## src/hw/cmp_ref_pkg.sv

```systemverilog
package cmp_ref_pkg;

    // --------------------------------------------------------------
    // bus geometry
    // --------------------------------------------------------------
    localparam int          ADDR_W          = 5;        // byte address width
    localparam int          DATA_W          = 32;       // avalon data width
    localparam int          BE_W            = 4;        // byte enables

    // --------------------------------------------------------------
    // register byte offsets
    // --------------------------------------------------------------
    localparam logic [4:0]  OFS_MASK        = 5'h00;    // mask gate control
    localparam logic [4:0]  OFS_FILTER      = 5'h04;    // filter control
    localparam logic [4:0]  OFS_REF1        = 5'h08;    // reference control 1
    localparam logic [4:0]  OFS_REF2        = 5'h0C;    // reference control 2
    localparam logic [4:0]  OFS_STATUS      = 5'h10;    // live block state

    // --------------------------------------------------------------
    // mask gate fields
    // --------------------------------------------------------------
    localparam int          MSK_B_TRUE      = 3;        // and_b_true_enable
    localparam int          MSK_B_INV       = 2;        // and_b_inverted_enable
    localparam int          MSK_A_TRUE      = 1;        // and_a_true_enable
    localparam int          MSK_A_INV       = 0;        // and_a_inverted_enable
    localparam logic [3:0]  MSK_RESET       = 4'h0;

    // --------------------------------------------------------------
    // filter fields
    // --------------------------------------------------------------
    localparam int          FLT_SEL_LSB     = 4;        // filter_clock_select 6:4
    localparam int          FLT_EN_BIT      = 3;        // filter_enable
    localparam int          FLT_DIV_LSB     = 0;        // filter_clock_divide 2:0
    localparam int          FLT_W           = 7;        // implemented bits 6:0
    localparam logic [6:0]  FLT_RESET       = 7'h00;
    localparam logic [2:0]  SEL_RESERVED    = 3'h3;     // no clock source
    localparam int          FLT_AGREE       = 3;        // equal samples to switch

    // --------------------------------------------------------------
    // reference fields
    // --------------------------------------------------------------
    localparam int          REF_PWR_BIT     = 15;       // reference_power_enable
    localparam int          REF_PIN_BIT     = 14;       // reference_pin_output_enable
    localparam int          REF_SRC_BIT     = 11;       // reference_source_select
    localparam int          REF_INSEL_BIT   = 10;       // reference_input_select
    localparam int          REF_LVL_W       = 7;        // reference_level_code 6:0
    localparam logic [15:0] REF_WMASK       = 16'hCC7F; // implemented bits
    localparam logic [15:0] REF_RESET       = 16'h0000;

    // --------------------------------------------------------------
    // synchroniser inputs
    // --------------------------------------------------------------
    localparam int          N_SYNC          = 11;       // 8 source slots, result, a, b
    localparam int          SY_RESULT       = 8;
    localparam int          SY_MASK_A       = 9;

endpackage

```

## src/hw/cmp_ref_ctrl.sv

```systemverilog
// Decided for this implementation: the Avalon-MM slave port and the placing of the registers.
`timescale 1ns/1ps

module cmp_ref_ctrl (
    // clock and reset
    input  logic                              clk,
    input  logic                              reset,
    // avalon-mm slave
    input  logic [cmp_ref_pkg::ADDR_W-1:0]    address,
    input  logic                              read,
    input  logic                              write,
    input  logic [cmp_ref_pkg::BE_W-1:0]      byteenable,
    input  logic [cmp_ref_pkg::DATA_W-1:0]    writedata,
    output logic [cmp_ref_pkg::DATA_W-1:0]    readdata,
    output logic                              waitrequest,
    // filter clock sources, sampled as levels
    input  logic                              peripheral_clock,
    input  logic                              oscillator_clock,
    input  logic                              pwm_sync_output_1,
    input  logic                              timer2_clock,
    input  logic                              timer3_clock,
    input  logic                              timer4_clock,
    input  logic                              timer5_clock,
    // comparator and mask inputs
    input  logic                              comparator_result,
    input  logic                              mask_input_a,
    input  logic                              mask_input_b,
    // digital results
    output logic                              comparator_output,
    output logic                              mask_gate_output,
    // reference 1 analog controls
    output logic                              ref1_power_enable,
    output logic                              reference1_output_pin,
    output logic                              ref1_source_external,
    output logic                              ref1_input_external,
    output logic [cmp_ref_pkg::REF_LVL_W-1:0] ref1_level_code,
    // reference 2 analog controls
    output logic                              ref2_power_enable,
    output logic                              reference2_output_pin,
    output logic                              ref2_source_external,
    output logic                              ref2_drives_inverting,
    output logic [cmp_ref_pkg::REF_LVL_W-1:0] ref2_level_code
);
    import cmp_ref_pkg::*;

    // --------------------------------------------------------------
    // declarations
    // --------------------------------------------------------------
    logic [3:0]          mask_en_q;          // mask gate enables
    logic [FLT_W-1:0]    filter_q;           // filter control fields
    logic [15:0]         ref1_q;             // reference control 1
    logic [15:0]         ref2_q;             // reference control 2
    logic                wait_q;             // waitrequest, high when idle
    logic [DATA_W-1:0]   rdata_q;            // captured read word
    logic [N_SYNC-1:0]   raw_in;             // packed asynchronous inputs
    logic [N_SYNC-1:0]   sync1_q;            // first stage, read by sync2 only
    logic [N_SYNC-1:0]   sync2_q;            // safe sampled inputs
    logic                src_prev_q;         // selected source, last cycle
    logic                src_now;            // selected source, this cycle
    logic                src_rise;           // rising edge of source
    logic [6:0]          div_cnt_q;          // source edges counted
    logic                tick;               // divided sampling strobe
    logic [FLT_AGREE-1:0] hist_q;            // recent filter samples
    logic                cmp_out_q;          // comparator output flop
    logic                mask_out_q;         // mask gate output flop
    logic                ref2_drv_q;         // effective reference 2 choice
    logic                req;                // request present
    logic                ack;                // request completes this edge

    // --------------------------------------------------------------
    // helper functions
    // --------------------------------------------------------------
    // the word offset of an access, shared by write and read paths
    function automatic logic [4:0] word_of(input logic [ADDR_W-1:0] a);
        word_of = {a[4:2], 2'b00};
    endfunction

    // last count value for a divide code: 2**code - 1
    function automatic logic [6:0] div_last(input logic [2:0] code);
        div_last = 7'(({7'h00, 1'b1} << code) - 8'h01);
    endfunction

    // --------------------------------------------------------------
    // avalon handshake
    // --------------------------------------------------------------
    assign req = read | write;
    assign ack = req & ~wait_q;

    // one wait state per access, then back to waiting; address is held
    // by the master so the word captured in the wait state is current
    always_ff @(posedge clk) begin
        if (reset) begin
            wait_q <= 1'b1;
        end else if (req && wait_q) begin
            wait_q <= 1'b0;                  // answer on next edge
        end else begin
            wait_q <= 1'b1;                  // idle or just answered
        end
    end

    // --------------------------------------------------------------
    // register writes
    // --------------------------------------------------------------
    // mask enables, low byte only
    always_ff @(posedge clk) begin
        if (reset) begin
            mask_en_q <= MSK_RESET;
        end else if (write && ack && byteenable[0] && word_of(address) == OFS_MASK) begin
            mask_en_q <= writedata[3:0];
        end
    end

    // filter fields; bits above 6 have no storage
    always_ff @(posedge clk) begin
        if (reset) begin
            filter_q <= FLT_RESET;
        end else if (write && ack && byteenable[0] && word_of(address) == OFS_FILTER) begin
            filter_q <= writedata[FLT_W-1:0];
        end
    end

    // reference 1, byte lanes honoured, unused bits forced to zero
    always_ff @(posedge clk) begin
        if (reset) begin
            ref1_q <= REF_RESET;
        end else if (write && ack && word_of(address) == OFS_REF1) begin
            if (byteenable[0]) begin
                ref1_q[7:0] <= writedata[7:0] & REF_WMASK[7:0];
            end
            if (byteenable[1]) begin
                ref1_q[15:8] <= writedata[15:8] & REF_WMASK[15:8];
            end
        end
    end

    // reference 2, same layout as reference 1
    always_ff @(posedge clk) begin
        if (reset) begin
            ref2_q <= REF_RESET;
        end else if (write && ack && word_of(address) == OFS_REF2) begin
            if (byteenable[0]) begin
                ref2_q[7:0] <= writedata[7:0] & REF_WMASK[7:0];
            end
            if (byteenable[1]) begin
                ref2_q[15:8] <= writedata[15:8] & REF_WMASK[15:8];
            end
        end
    end

    // --------------------------------------------------------------
    // register reads
    // --------------------------------------------------------------
    // captured in the wait state so readdata stands at the ack edge;
    // unmapped offsets answer with zero rather than stalling the bus
    always_ff @(posedge clk) begin
        if (reset) begin
            rdata_q <= '0;
        end else if (read && wait_q) begin
            case (word_of(address))
                OFS_MASK:   rdata_q <= {28'h0000000, mask_en_q};
                OFS_FILTER: rdata_q <= {25'h0000000, filter_q};
                OFS_REF1:   rdata_q <= {16'h0000, ref1_q & REF_WMASK};
                OFS_REF2:   rdata_q <= {16'h0000, ref2_q & REF_WMASK};
                OFS_STATUS: rdata_q <= {30'h00000000, mask_out_q, cmp_out_q};
                default:    rdata_q <= '0;   // unmapped
            endcase
        end
    end

    // --------------------------------------------------------------
    // input synchronisers
    // --------------------------------------------------------------
    assign raw_in = {mask_input_b, mask_input_a, comparator_result, timer5_clock,
                     timer4_clock, timer3_clock, timer2_clock, 1'b0,
                     pwm_sync_output_1, oscillator_clock, peripheral_clock};

    // every outside level crosses two flops before any logic sees it
    generate
        for (genvar i = 0; i < N_SYNC; i++) begin : g_sync
            always_ff @(posedge clk) begin
                if (reset) begin
                    sync1_q[i] <= 1'b0;
                    sync2_q[i] <= 1'b0;
                end else begin
                    sync1_q[i] <= raw_in[i];
                    sync2_q[i] <= sync1_q[i];
                end
            end
        end
    endgenerate

    // --------------------------------------------------------------
    // filter clock select and divider
    // --------------------------------------------------------------
    // reserved code 011 maps to a constant zero, so no edge ever comes;
    // sources must run below clk/4 to be seen reliably
    always_comb begin
        case (filter_q[FLT_SEL_LSB +: 3])
            SEL_RESERVED: src_now = 1'b0;
            default:      src_now = sync2_q[filter_q[FLT_SEL_LSB +: 3]];
        endcase
    end

    always_ff @(posedge clk) begin
        if (reset) begin
            src_prev_q <= 1'b0;
        end else begin
            src_prev_q <= src_now;
        end
    end

    assign src_rise = src_now & ~src_prev_q;
    assign tick     = src_rise && (div_cnt_q >= div_last(filter_q[FLT_DIV_LSB +: 3]));

    // counts source edges; wraps on the last edge of each period
    always_ff @(posedge clk) begin
        if (reset) begin
            div_cnt_q <= 7'h00;
        end else if (tick || !filter_q[FLT_EN_BIT]) begin
            div_cnt_q <= 7'h00;
        end else if (src_rise) begin
            div_cnt_q <= div_cnt_q + 7'h01;
        end
    end

    // --------------------------------------------------------------
    // digital filter
    // --------------------------------------------------------------
    // shifts on the strobe; tracks the live level while bypassed, so no stale flip
    always_ff @(posedge clk) begin
        if (reset) begin
            hist_q <= '0;
        end else if (!filter_q[FLT_EN_BIT]) begin
            hist_q <= {FLT_AGREE{sync2_q[SY_RESULT]}};
        end else if (tick) begin
            hist_q <= {hist_q[FLT_AGREE-2:0], sync2_q[SY_RESULT]};
        end
    end

    // enabled: output moves only when all samples agree; disabled: the
    // synchronised result goes straight out, no divider latency
    always_ff @(posedge clk) begin
        if (reset) begin
            cmp_out_q <= 1'b0;
        end else if (!filter_q[FLT_EN_BIT]) begin
            cmp_out_q <= sync2_q[SY_RESULT];
        end else if (&hist_q) begin
            cmp_out_q <= 1'b1;
        end else if (~|hist_q) begin
            cmp_out_q <= 1'b0;
        end
    end

    // --------------------------------------------------------------
    // mask and gate
    // --------------------------------------------------------------
    // a cleared enable contributes a one, so no enables gives one
    always_ff @(posedge clk) begin
        if (reset) begin
            mask_out_q <= 1'b1;
        end else begin
            mask_out_q <= (~mask_en_q[MSK_B_TRUE] |  sync2_q[SY_MASK_A+1])
                        & (~mask_en_q[MSK_B_INV]  | ~sync2_q[SY_MASK_A+1])
                        & (~mask_en_q[MSK_A_TRUE] |  sync2_q[SY_MASK_A])
                        & (~mask_en_q[MSK_A_INV]  | ~sync2_q[SY_MASK_A]);
        end
    end

    // --------------------------------------------------------------
    // reference selection
    // --------------------------------------------------------------
    // reference 2 only drives the input while reference 1 uses its network
    always_ff @(posedge clk) begin
        if (reset) begin
            ref2_drv_q <= 1'b0;
        end else begin
            ref2_drv_q <= ref2_q[REF_INSEL_BIT] & ~ref1_q[REF_INSEL_BIT];
        end
    end

    // --------------------------------------------------------------
    // outputs, all from flops
    // --------------------------------------------------------------
    assign readdata              = rdata_q;
    assign waitrequest           = wait_q;
    assign comparator_output     = cmp_out_q;
    assign mask_gate_output      = mask_out_q;
    assign ref1_power_enable     = ref1_q[REF_PWR_BIT];
    assign reference1_output_pin = ref1_q[REF_PIN_BIT];
    assign ref1_source_external  = ref1_q[REF_SRC_BIT];
    assign ref1_input_external   = ref1_q[REF_INSEL_BIT];
    assign ref1_level_code       = ref1_q[REF_LVL_W-1:0];
    assign ref2_power_enable     = ref2_q[REF_PWR_BIT];
    assign reference2_output_pin = ref2_q[REF_PIN_BIT];
    assign ref2_source_external  = ref2_q[REF_SRC_BIT];
    assign ref2_drives_inverting = ref2_drv_q;
    assign ref2_level_code       = ref2_q[REF_LVL_W-1:0];

    // --------------------------------------------------------------
    // assertions
    // --------------------------------------------------------------
    mask_b_true_a: assert property (@(posedge clk) disable iff (reset)
        $past(mask_en_q[MSK_B_TRUE] & ~sync2_q[SY_MASK_A+1]) |-> !mask_out_q)
        else $error("enabled b term low did not force mask output low");

    mask_none_a: assert property (@(posedge clk) disable iff (reset)
        $past(mask_en_q == 4'h0) |-> mask_out_q)
        else $error("mask output low with no term enabled");

    reserved_clock_a: assert property (@(posedge clk) disable iff (reset)
        filter_q[FLT_SEL_LSB +: 3] == SEL_RESERVED |-> !tick)
        else $error("sampling strobe from reserved source");

    divide_wrap_a: assert property (@(posedge clk) disable iff (reset)
        tick |=> div_cnt_q == 7'h00)
        else $error("divider did not wrap after strobe");

    filter_bypass_a: assert property (@(posedge clk) disable iff (reset)
        !filter_q[FLT_EN_BIT] |=> cmp_out_q == $past(sync2_q[SY_RESULT]))
        else $error("bypassed output lags the synchronised result");

    filter_read_a: assert property (@(posedge clk) disable iff (reset)
        read && ack && word_of(address) == OFS_FILTER |-> rdata_q[31:7] == 25'h0)
        else $error("filter unused bits read nonzero");

    ref_read_a: assert property (@(posedge clk) disable iff (reset)
        read && ack && word_of(address) == OFS_REF1
        |-> rdata_q[13:12] == 2'h0 && rdata_q[9:7] == 3'h0)
        else $error("reference unused bits read nonzero");

    ref_power_a: assert property (@(posedge clk) disable iff (reset)
        write && ack && byteenable[1] && word_of(address) == OFS_REF1
        |=> ref1_power_enable == $past(writedata[REF_PWR_BIT]))
        else $error("power enable did not follow write");

    ref_level_a: assert property (@(posedge clk) disable iff (reset)
        write && ack && byteenable[0] && word_of(address) == OFS_REF2
        |=> ref2_level_code == $past(writedata[6:0]))
        else $error("level code did not follow write");

    ref2_gate_a: assert property (@(posedge clk) disable iff (reset)
        ref1_q[REF_INSEL_BIT] |=> !ref2_drives_inverting)
        else $error("reference two drives while reference one is external");

    bus_answer_a: assert property (@(posedge clk) disable iff (reset)
        req && wait_q |=> !waitrequest)
        else $error("request not answered after one wait state");

    filter_tick_c: cover property (@(posedge clk) disable iff (reset)
        filter_q[FLT_EN_BIT] && tick);
    filter_switch_c: cover property (@(posedge clk) disable iff (reset)
        filter_q[FLT_EN_BIT] ##1 $rose(cmp_out_q));
    bus_write_c: cover property (@(posedge clk) disable iff (reset) write && ack);
    bus_read_c: cover property (@(posedge clk) disable iff (reset) read && ack);

endmodule

```

## config.mk

```make
export PLATFORM = sky130hd
export DESIGN_NAME = cmp_ref_ctrl
export DESIGN_NICKNAME = d
export VERILOG_FILES = /design/src/hw/cmp_ref_pkg.sv /design/src/hw/cmp_ref_ctrl.sv
export SDC_FILE = /design/constraint.sdc
export NUM_CORES = 1
export LEC_CHECK = 0
export BUFFER_PORTS_ARGS = -buffer_cell sky130_fd_sc_hd__buf_2
export CAP_MARGIN = 10
export CORE_MARGIN = 2
export CORE_UTILIZATION = 30
export CTS_CLUSTER_DIAMETER = 30
export CTS_CLUSTER_SIZE = 14
export DETAILED_ROUTE_END_ITERATION = 6
export GPL_ROUTABILITY_DRIVEN = 0
export GPL_TIMING_DRIVEN = 0
export PLACE_DENSITY = 0.53
export SYNTH_ARGS = -nofsm -noshare
export SYNTH_HDL_FRONTEND = slang
export SYNTH_SLANG_ARGS = --single-unit
```

## constraint.sdc

```tcl
create_clock -name clk -period 2.1 [get_ports clk]
set_clock_uncertainty 0.05 [all_clocks]
set_input_delay 0.63 -clock clk [delete_from_list [all_inputs] [get_ports clk]]
set_output_delay 0.63 -clock clk [all_outputs]
set_load 0.02 [all_outputs]
```

## Word level (Yosys, flattened, before mapping)

Index checks and enable logic that the tools add are counted.

- Shift-type cells: 1
- Bitwise logic cells: 20
- Add/sub/neg operators: 2
- Multipliers: 0
- Magnitude comparators: 2
- Equality and inequality tests: 7
- Divide/modulo/power cells: 0
- Mux-type cells: 10
- Reduce and logical (&&, ||, !) cells: 19

Operators by type and width:

| cell | number |
|---|---|
| case mux 16 bit (5 select lines) | 1 |
| equality test 3 x 2 -> 1 bit, second input constant | 3 |
| logical AND 1 bit | 9 |
| inverter 1 bit | 9 |
| AND reduction 2 bit | 4 |
| adder 7 x 1 -> 7 bit, second input constant | 1 |
| >= comparator 7 bit | 1 |
| left shift 1 x 3 -> 7 bit, first input constant | 1 |
| subtractor 7 x 1 -> 7 bit, second input constant | 1 |
| AND 1 bit | 6 |
| two-way mux 1 bit | 6 |
| two-way mux 3 bit | 2 |
| less-than comparator 3 x 5 -> 1 bit, second input constant | 1 |
| bitwise OR 1 bit | 5 |
| binary-select mux 1 bit (select 3 bit) | 1 |
| equality test 3 x 1 -> 1 bit, second input constant | 1 |
| equality test 3 bit, second input constant | 1 |
| zero test 3 bit | 1 |
| inequality test 3 bit, second input constant | 1 |
| AND reduction 3 bit | 1 |
| OR reduction 3 bit | 1 |
| inequality test 2 x 1 -> 1 bit, second input constant | 1 |
| OR reduction 2 bit | 1 |
| zero test 1 bit | 1 |
| logical OR 1 bit | 1 |

- Memories kept: 0
- Bits in latches: 0
- Bits of input ports: 55
- Flip-flop bits (word level): 100
- ROM bits: 0
- Logic and storage cells: 95
- Memory bits (writable): 0

## Depth between registers and ports, before layout

Gate-level depths: netlist of the first run.

- Depth in word-level cells: 7
- Depth in mapped cells: 8
- Depth with buffers taken out: 7

## Least setup slack after synthesis of the first run

OpenSTA, ideal clock, no wires.

- Kind: flip-flop to flip-flop
- From: register filter_q[2]
- To: register hist_q[0]
- Arrival: 1.952 ns
- Cell stages (with the launch flop): 9
- Library setup time: 0.122 ns
- Buffers on the path: 1
- Path slack: -0.024 ns
- Path through: dfxtp_1 -> clkbuf_1 -> nand3_1 -> ha_1 -> and3_1 -> a221oi_1 -> o21a_1 -> o41ai_2 -> a221o_1

- Longest elaborated chain between the ends: 5

Ends and longest elaborated chain:

| what | line | RTL |
|---|---|---|
| from (decl) | cmp_ref_ctrl.sv:50 | `logic [FLT_W-1:0] filter_q;` |
| from (signal assigned) | cmp_ref_ctrl.sv:118 | `filter_q <= writedata[FLT_W-1:0];` |
| left shift 1 x 3 -> 7 bit | cmp_ref_ctrl.sv:80 | `div_last = 7'(({7'h00, 1'b1} << code) - 8'h01);` |
| subtractor 7 x 1 -> 7 bit | cmp_ref_ctrl.sv:80 |  |
| >= comparator 7 bit | cmp_ref_ctrl.sv:213 | `assign tick = src_rise && (div_cnt_q >= div_last(filter_q[FLT_DIV_LSB +: 3]));` |
| logical AND 1 bit | cmp_ref_ctrl.sv:213 |  |
| inequality test 2 x 1 -> 1 bit (no line) | n/a |  |
| to (signal assigned) | cmp_ref_ctrl.sv:234 | `hist_q <= {FLT_AGREE{sync2_q[SY_RESULT]}};` |
| to (signal assigned) | cmp_ref_ctrl.sv:236 | `hist_q <= {hist_q[FLT_AGREE-2:0], sync2_q[SY_RESULT]};` |
| to (decl) | cmp_ref_ctrl.sv:63 | `logic [FLT_AGREE-1:0] hist_q;` |

No other way between the ends.
A chain may end at the register's enable or synchronous reset.

## Final worst setup path of the first run

- From: input address[4] in the netlist's numbering
- To: register ref2_q[1]

- Longest elaborated chain between the ends: 3

Ends and longest elaborated chain:

| what | line | RTL |
|---|---|---|
| from (decl) | cmp_ref_ctrl.sv:9 | `input logic [cmp_ref_pkg::ADDR_W-1:0] address,` |
| equality test 3 x 2 -> 1 bit | cmp_ref_ctrl.sv:140 | `end else if (write && ack && word_of(address) == OFS_REF2) begin` |
| logical AND 1 bit | cmp_ref_ctrl.sv:140 |  |
| AND reduction 2 bit (no line) | n/a |  |
| to (signal assigned) | cmp_ref_ctrl.sv:142 | `ref2_q[7:0] <= writedata[7:0] & REF_WMASK[7:0];` |
| to (decl) | cmp_ref_ctrl.sv:52 | `logic [15:0] ref2_q;` |

No other way between the ends.

==> results of run 1 <==
[flip-flops by register name (all words and copies together) (netlist names)]
name / flops
hist_q: 3
mask_en_q: 4
ref2_drives_inverting: 1
ref1_q: 11
ref2_q: 11
comparator_output: 1
sync1_q: 10
mask_gate_output: 1
sync2_q: 10
div_cnt_q: 7
src_prev_q: 1
readdata: 11
filter_q: 7
waitrequest: 1
[critical path: cells and delay by family]
kind          cells  cell delay [ns]
simple gates      4             0.68
buf+inv           3             0.63
mux               1             0.24
[cell type report]
type	instances	area share [%]
multi-input combinational	261	38.8
sequential	79	34.8
timing repair buffer	70	8.25
buffer	47	6.58
clock buffer	11	5.52
tap	143	3.91
clock inverter	5	1.39
inverter	9	0.738
[cells by family after synthesis]
kind of cell / after synthesis / synth area share (%)
DFF: 79 / 44.9
buffers and inverters: 58 / 9.65
and+or+nand+nor: 126 / 17.2
AOI/OAI and AO/OA: 63 / 11.9
other: 1 / 0.106
xor gates and xnor gates: 2 / 0.497
muxes: 41 / 13.0
adders and majority gates: 8 / 2.84
[cell usage in the layout (no fill, tap or decap), drive strengths merged, types with 19 or more instances in the layout]
cell type / synthesis / layout
conb: 1 / 21
dfxtp: 79 / 79
nor2: 43 / 43
clkbuf: 14 / 23
buf: 35 / 105
nor2b: 22 / 22
mux2i: 29 / 29
nand3: 19 / 19
a21oi: 20 / 20
nand2: 22 / 22
[final timing paths]
path                             startpoint          end  slack, ns  cells after the start
worst max-delay path             address[4]    ref2_q[1]       0.07                      8
worst min register to register  sync1_q[10]  sync2_q[10]       0.38                      1
worst min-delay path            sync1_q[10]  sync2_q[10]       0.38                      1
worst max register to register  filter_q[2]    hist_q[0]       0.08                      7
[per-stage QoR]
stage	hold WS (ns)	power [µW]	cell area (µm²)	setup slack (ns)	std cells
2_1_floorplan	0.364	1720	3600	0.0225	398
3_3_place_gp	0.371	1800	4100	-0.390	605
3_5_place_dp	0.373	1800	4100	-0.408	605
4_1_cts	0.384	3420	4460	0.000660	623
5_1_grt	0.396	3520	4580	-0.00242	625
6_report	0.380	3390	4580	0.0681	625
[per-layer routing]
metal | routed length (µm) | vias to the layer above | global-route usage, %
met5 | 0 | - | 0
met4 | 153 | 0 | 5.61
met3 | 463 | 12 | 2.32
met2 | 4060 | 80 | 22.2
met1 | 3940 | 1351 | 18.1
li1 | - | 1465 | -
[power by group]
group	internal, µW	switching, µW	total (µW)
sequential	1520	12.1	1530
combinational	94.0	146	240
clock	993	620	1610
total	2610	778	3390
[timing repair]
| action | 4_1_cts | 5_1_grt |
|---|---|---|
| buffers inserted | 4 | 2 |
| cloned | 0 | 0 |
| resized for setup | 5 | 21 |
| pin swaps | 1 | 5 |
| setup endpoints to repair | 17 | 19 |
==> flow_metrics.py, run 1 <==
metrics = {
    "clock_network": {
        "cts_tree": "done",
        "cts_sinks": 79,
        "cts_buffer_depth": 2,
        "cts_made_buffers": 9,
        "insertion_delay_ns": 0.33,
        "htreeDepth": 3,
        "cts.root.buffer_cell": "clkbuf_16",
        "clk_pin_slew_ns": 0.06,
        "holdBufCountCts": 0,
    },
    "timing": {
        "setup_viol": 0,
        "finalHoldViolations": 0,
        "finalCritPeriodShare_pct": 96.8,
        "maxClockFrequency_mhz": 492,
        "slew_viol_final": 0,
        "slew_headroom_pct": 58.5,
        "fin_crit_ns": 2.03,
        "tightest_slew_ns": 0.622,
        "setup_tns_ns": 0,
    },
    "final_layout": {
        "n_antenna_cell": 0,
        "multiInputGateArea_um2": 1780,
        "drive_above_1_share_pct": 30.9,
        "nNetsFinal": 540,
        "fill_cells": 1146,
        "utilization_pct": 39.9,
        "areaGrowthSynthToFinish_pct": 29.9,
        "seq_area_um2": 1590,
    },
    "synth": {
        "synth.top_cells.by_area": "dfxtp_1, mux2i_1, buf_4",
        "synthMostInstantiatedCell": "dfxtp_1",
        "ys_seq_area_share_pct": 44.9,
        "async_flop_share_pct": 0,
        "syn-mean-instance-area_um2": 9.33,
        "synth_top_area_share_pct": 44.9,
        "synth_ff_type": "dfxtp_1",
        "synth_edf_count": 0,
        "yosysUniqueCellTypes": 44,
        "netlist_instances": 378,
        "yosysTopAreaCell": "dfxtp_1",
        "synth_area_um2": 3530,
        "synth_common_cells": "dfxtp_1, nor2_1, mux2i_1",
        "synth_seq_cells": 79,
        "ys_warn_count": 0,
    },
    "hold_path": {
        "hold_class": "reg -> reg",
    },
    "critical_path": {
        "critPathCaptureType": "flip-flop",
        "path_class": "in -> reg",
        "path_cells": "buf_2 -> nor3b_2 -> and2_1 -> clkbuf_1 -> and3_1 -> buf_2 -> mux2i_1 -> nor2_1",
        "crit_fanout": 8,
        "cp.required_ns": 2.24,
        "slowest_delay_ns": 0.28,
        "cp.arrival_ns": 2.17,
        "cp_common_cell": "buf_2",
        "setup.worst_path.start_class": "input port",
        "cpMaxStageDelayCell": "buf_2",
    },
    "routing": {
        "wl_per_cell_um": 13.8,
        "dr_total_vias": 2908,
        "via_per_inst": 4.65,
        "drc": 0,
        "first_iter_violations": 131,
        "dr.pass1.iters": 4,
        "drt-total-wl_um": 8620,
        "drtAntennaViolNets": 0,
    },
    "grt": {
        "grt_first_pass_wirelength_um": 13600,
        "antenna_found_initial": 0,
        "grt_usage_pct": 13.7,
        "grt_pass1_vias": 2750,
        "grt_overflow_total": 0,
        "grt_max_degree": 15,
    },
    "die": {
        "die_h_um": 112,
        "die_w_um": 112,
        "fp-row-count": 39,
        "die_area_um2": 12600,
        "core_region_area_um2": 11500,
        "start_util_pct": 30.7,
        "pin_count": 112,
    },
    "pwr": {
        "power.density_nw_per_um2": 740,
        "ir_worst_vdd_v": 0.000445,
        "p_leak_uw": 0.00198,
    },
    "placed_design": {
        "dp_hpwl_um": 6450,
        "io_buffers": 64,
    },
    "outcome": {
        "outcome": "complete, no violations",
    },
    "job": {
        "drv_cap": 0,
    },
}
No activity file was read; power rests on OpenSTA's default activity.
==> run 2: changes to the inputs <==
--- a/config.mk
+++ b/config.mk
@@ -13,7 +13,6 @@
 export CTS_CLUSTER_SIZE = 14
 export DETAILED_ROUTE_END_ITERATION = 6
 export GPL_ROUTABILITY_DRIVEN = 0
-export GPL_TIMING_DRIVEN = 0
 export PLACE_DENSITY = 0.53
 export SYNTH_ARGS = -nofsm -noshare
 export SYNTH_HDL_FRONTEND = slang
==> run 2 against run 1 <==
- global-route usage fell by 0.66 points
- sequential power barely moved
- die area did not move
- utilization fell by 1.6 points
- critical endpoint is now div_cnt_q[0]
- largest power group unchanged
==> flow_metrics.py, run 2 (synthesized netlist as in run 1, its figures left out) <==
metrics = {
    "routing": {
        "drt-total-wl_um": 8090,
        "drtAntennaViolNets": 0,
        "via_per_inst": 4.73,
        "wl_per_cell_um": 13.6,
        "dr_total_vias": 2814,
        "first_iter_violations": 140,
        "dr.pass1.iters": 4,
        "drc": 0,
    },
    "die": {
        "pin_count": 112,
        "start_util_pct": 30.7,
        "die_area_um2": 12600,
        "core_region_area_um2": 11500,
        "fp-row-count": 39,
        "die_w_um": 112,
        "die_h_um": 112,
    },
    "critical_path": {
        "reg2reg_depth": 8,
        "cp.required_ns": 2.31,
        "cp.arrival_ns": 2.23,
        "crit_cells": 8,
        "path_cells": "or3_1 -> ha_1 -> nand2b_4 -> a31oi_2 -> o21a_2 -> buf_4 -> nand3_1 -> a21oi_2",
        "critPathCaptureType": "flip-flop",
        "cpMaxStageDelayCell": "or3_1",
        "slowest_delay_ns": 0.38,
        "setup.worst_path.start_class": "flip-flop",
        "crit_fanout": 5,
        "path_class": "reg -> reg",
        "cp_top_family": "simple AND/OR/NAND/NOR gates",
        "crit_buf_inv": 1,
    },
    "pwr": {
        "ir_worst_vdd_v": 0.000434,
        "power.density_nw_per_um2": 783,
        "fin_total_pwr_uw": 3440,
        "p_leak_uw": 0.00191,
    },
    "job": {
        "drv_cap": 0,
    },
    "final_layout": {
        "areaGrowthSynthToFinish_pct": 24.6,
        "n_antenna_cell": 0,
        "layout_commonest_cell": "dfxtp_1",
        "drive_above_1_share_pct": 29.4,
        "layout_common_cells": "dfxtp_1, buf_2, nor2_1",
        "fill_cells": 1159,
        "nNetsFinal": 510,
    },
    "clock_network": {
        "cts_tree": "done",
        "htreeDepth": 3,
        "insertion_delay_ns": 0.33,
        "cts_made_buffers": 9,
        "cts_sinks": 79,
        "cts.root.buffer_cell": "clkbuf_16",
        "cts_setup_buffers": 0,
        "holdBufCountCts": 0,
        "cts_buffer_depth": 2,
        "clk_pin_slew_ns": 0.06,
    },
    "hold_path": {
        "whs_path_depth": 1,
        "hold_class": "reg -> reg",
    },
    "timing": {
        "maxClockFrequency_mhz": 496,
        "final.setup.worst_slack_ns": 0.0841,
        "setup_viol": 0,
        "slew_viol_final": 0,
        "grt_setup_unrepaired": "yes",
        "fin_crit_ns": 2.02,
        "finalCritPeriodShare_pct": 96.0,
        "finalHoldViolations": 0,
    },
    "grt": {
        "grt_max_degree": 45,
        "grt_first_pass_wirelength_um": 13200,
        "grt_overflow_total": 0,
        "grt_usage_pct": 13.0,
        "antenna_found_initial": 0,
        "grt_pass1_vias": 2617,
    },
    "placed_design": {
        "pre_cts_ws_ns": -0.0953,
        "dp_hpwl_um": 6040,
        "io_buffers": 65,
    },
    "outcome": {
        "outcome": "complete, no violations",
    },
}
[run 2: cell count changes in the layout (fill, tap and decap cells not counted), sizes merged]
cell    before  now
buf        105   87
clkbuf      23    9
inv         10   13
clkinv       2    0
bufinv       1    2
[run 2: cell type report]
class / instances / area, µm² / area share (%)
inverters: 9 / 33.8 / 0.769
clock inverters: 7 / 103 / 2.33
flip-flops and latches: 79 / 1590 / 36.3
well taps: 143 / 179 / 4.07
repair buffers: 87 / 503 / 11.4
clock buffers: 9 / 225 / 5.13
multi-input cells: 261 / 1760 / 40.0
[run 2: per-layer routing]
layer	routed length (µm)	vias to the layer above	global-route usage (%)
li1	-	1398	-
met2	3930	67	20.9
met3	304	2	2.70
met5	0	-	0
met4	43	0	4.39
met1	3810	1347	17.5
[run 2: path summary, 6_finish.rpt]
kind / endpoint / start / slack [ns]
worst max register to register: div_cnt_q[0] / filter_q[0] / 0.08
worst min register to register: sync2_q[4] / sync1_q[4] / 0.39
worst min-delay path: sync2_q[4] / sync1_q[4] / 0.39
worst max-delay path: div_cnt_q[0] / filter_q[0] / 0.08
[run 2: power by group]
group	switching, µW	internal [µW]	leakage [µW]	total, µW
clock network	642	1060	0.000157	1700
logic	135	75.1	0.00111	210
registers	11.8	1520	0.000644	1530
total	789	2650	0.00191	3440
[run 2: stage by stage]
step / utilization, % / hold WS (ns) / setup TNS [ns] / instance area (µm²) / instances
final: 38.3 / 0.387 / 0 / 4390 / 595
after global routing: 38.3 / 0.406 / -0.00908 / 4390 / 595
after CTS: 37.6 / 0.392 / 0 / 4310 / 595
after detailed placement: 34.7 / 0.378 / -0.279 / 3980 / 579
after global placement: 34.7 / 0.370 / -0.189 / 3980 / 579
after floorplan: - / 0.364 / 0 / 3600 / 398
[run 2: repair_timing]
item	in CTS	in global routing
setup endpoints to repair	7	10
gates resized for setup	3	17
pin swaps	0	5
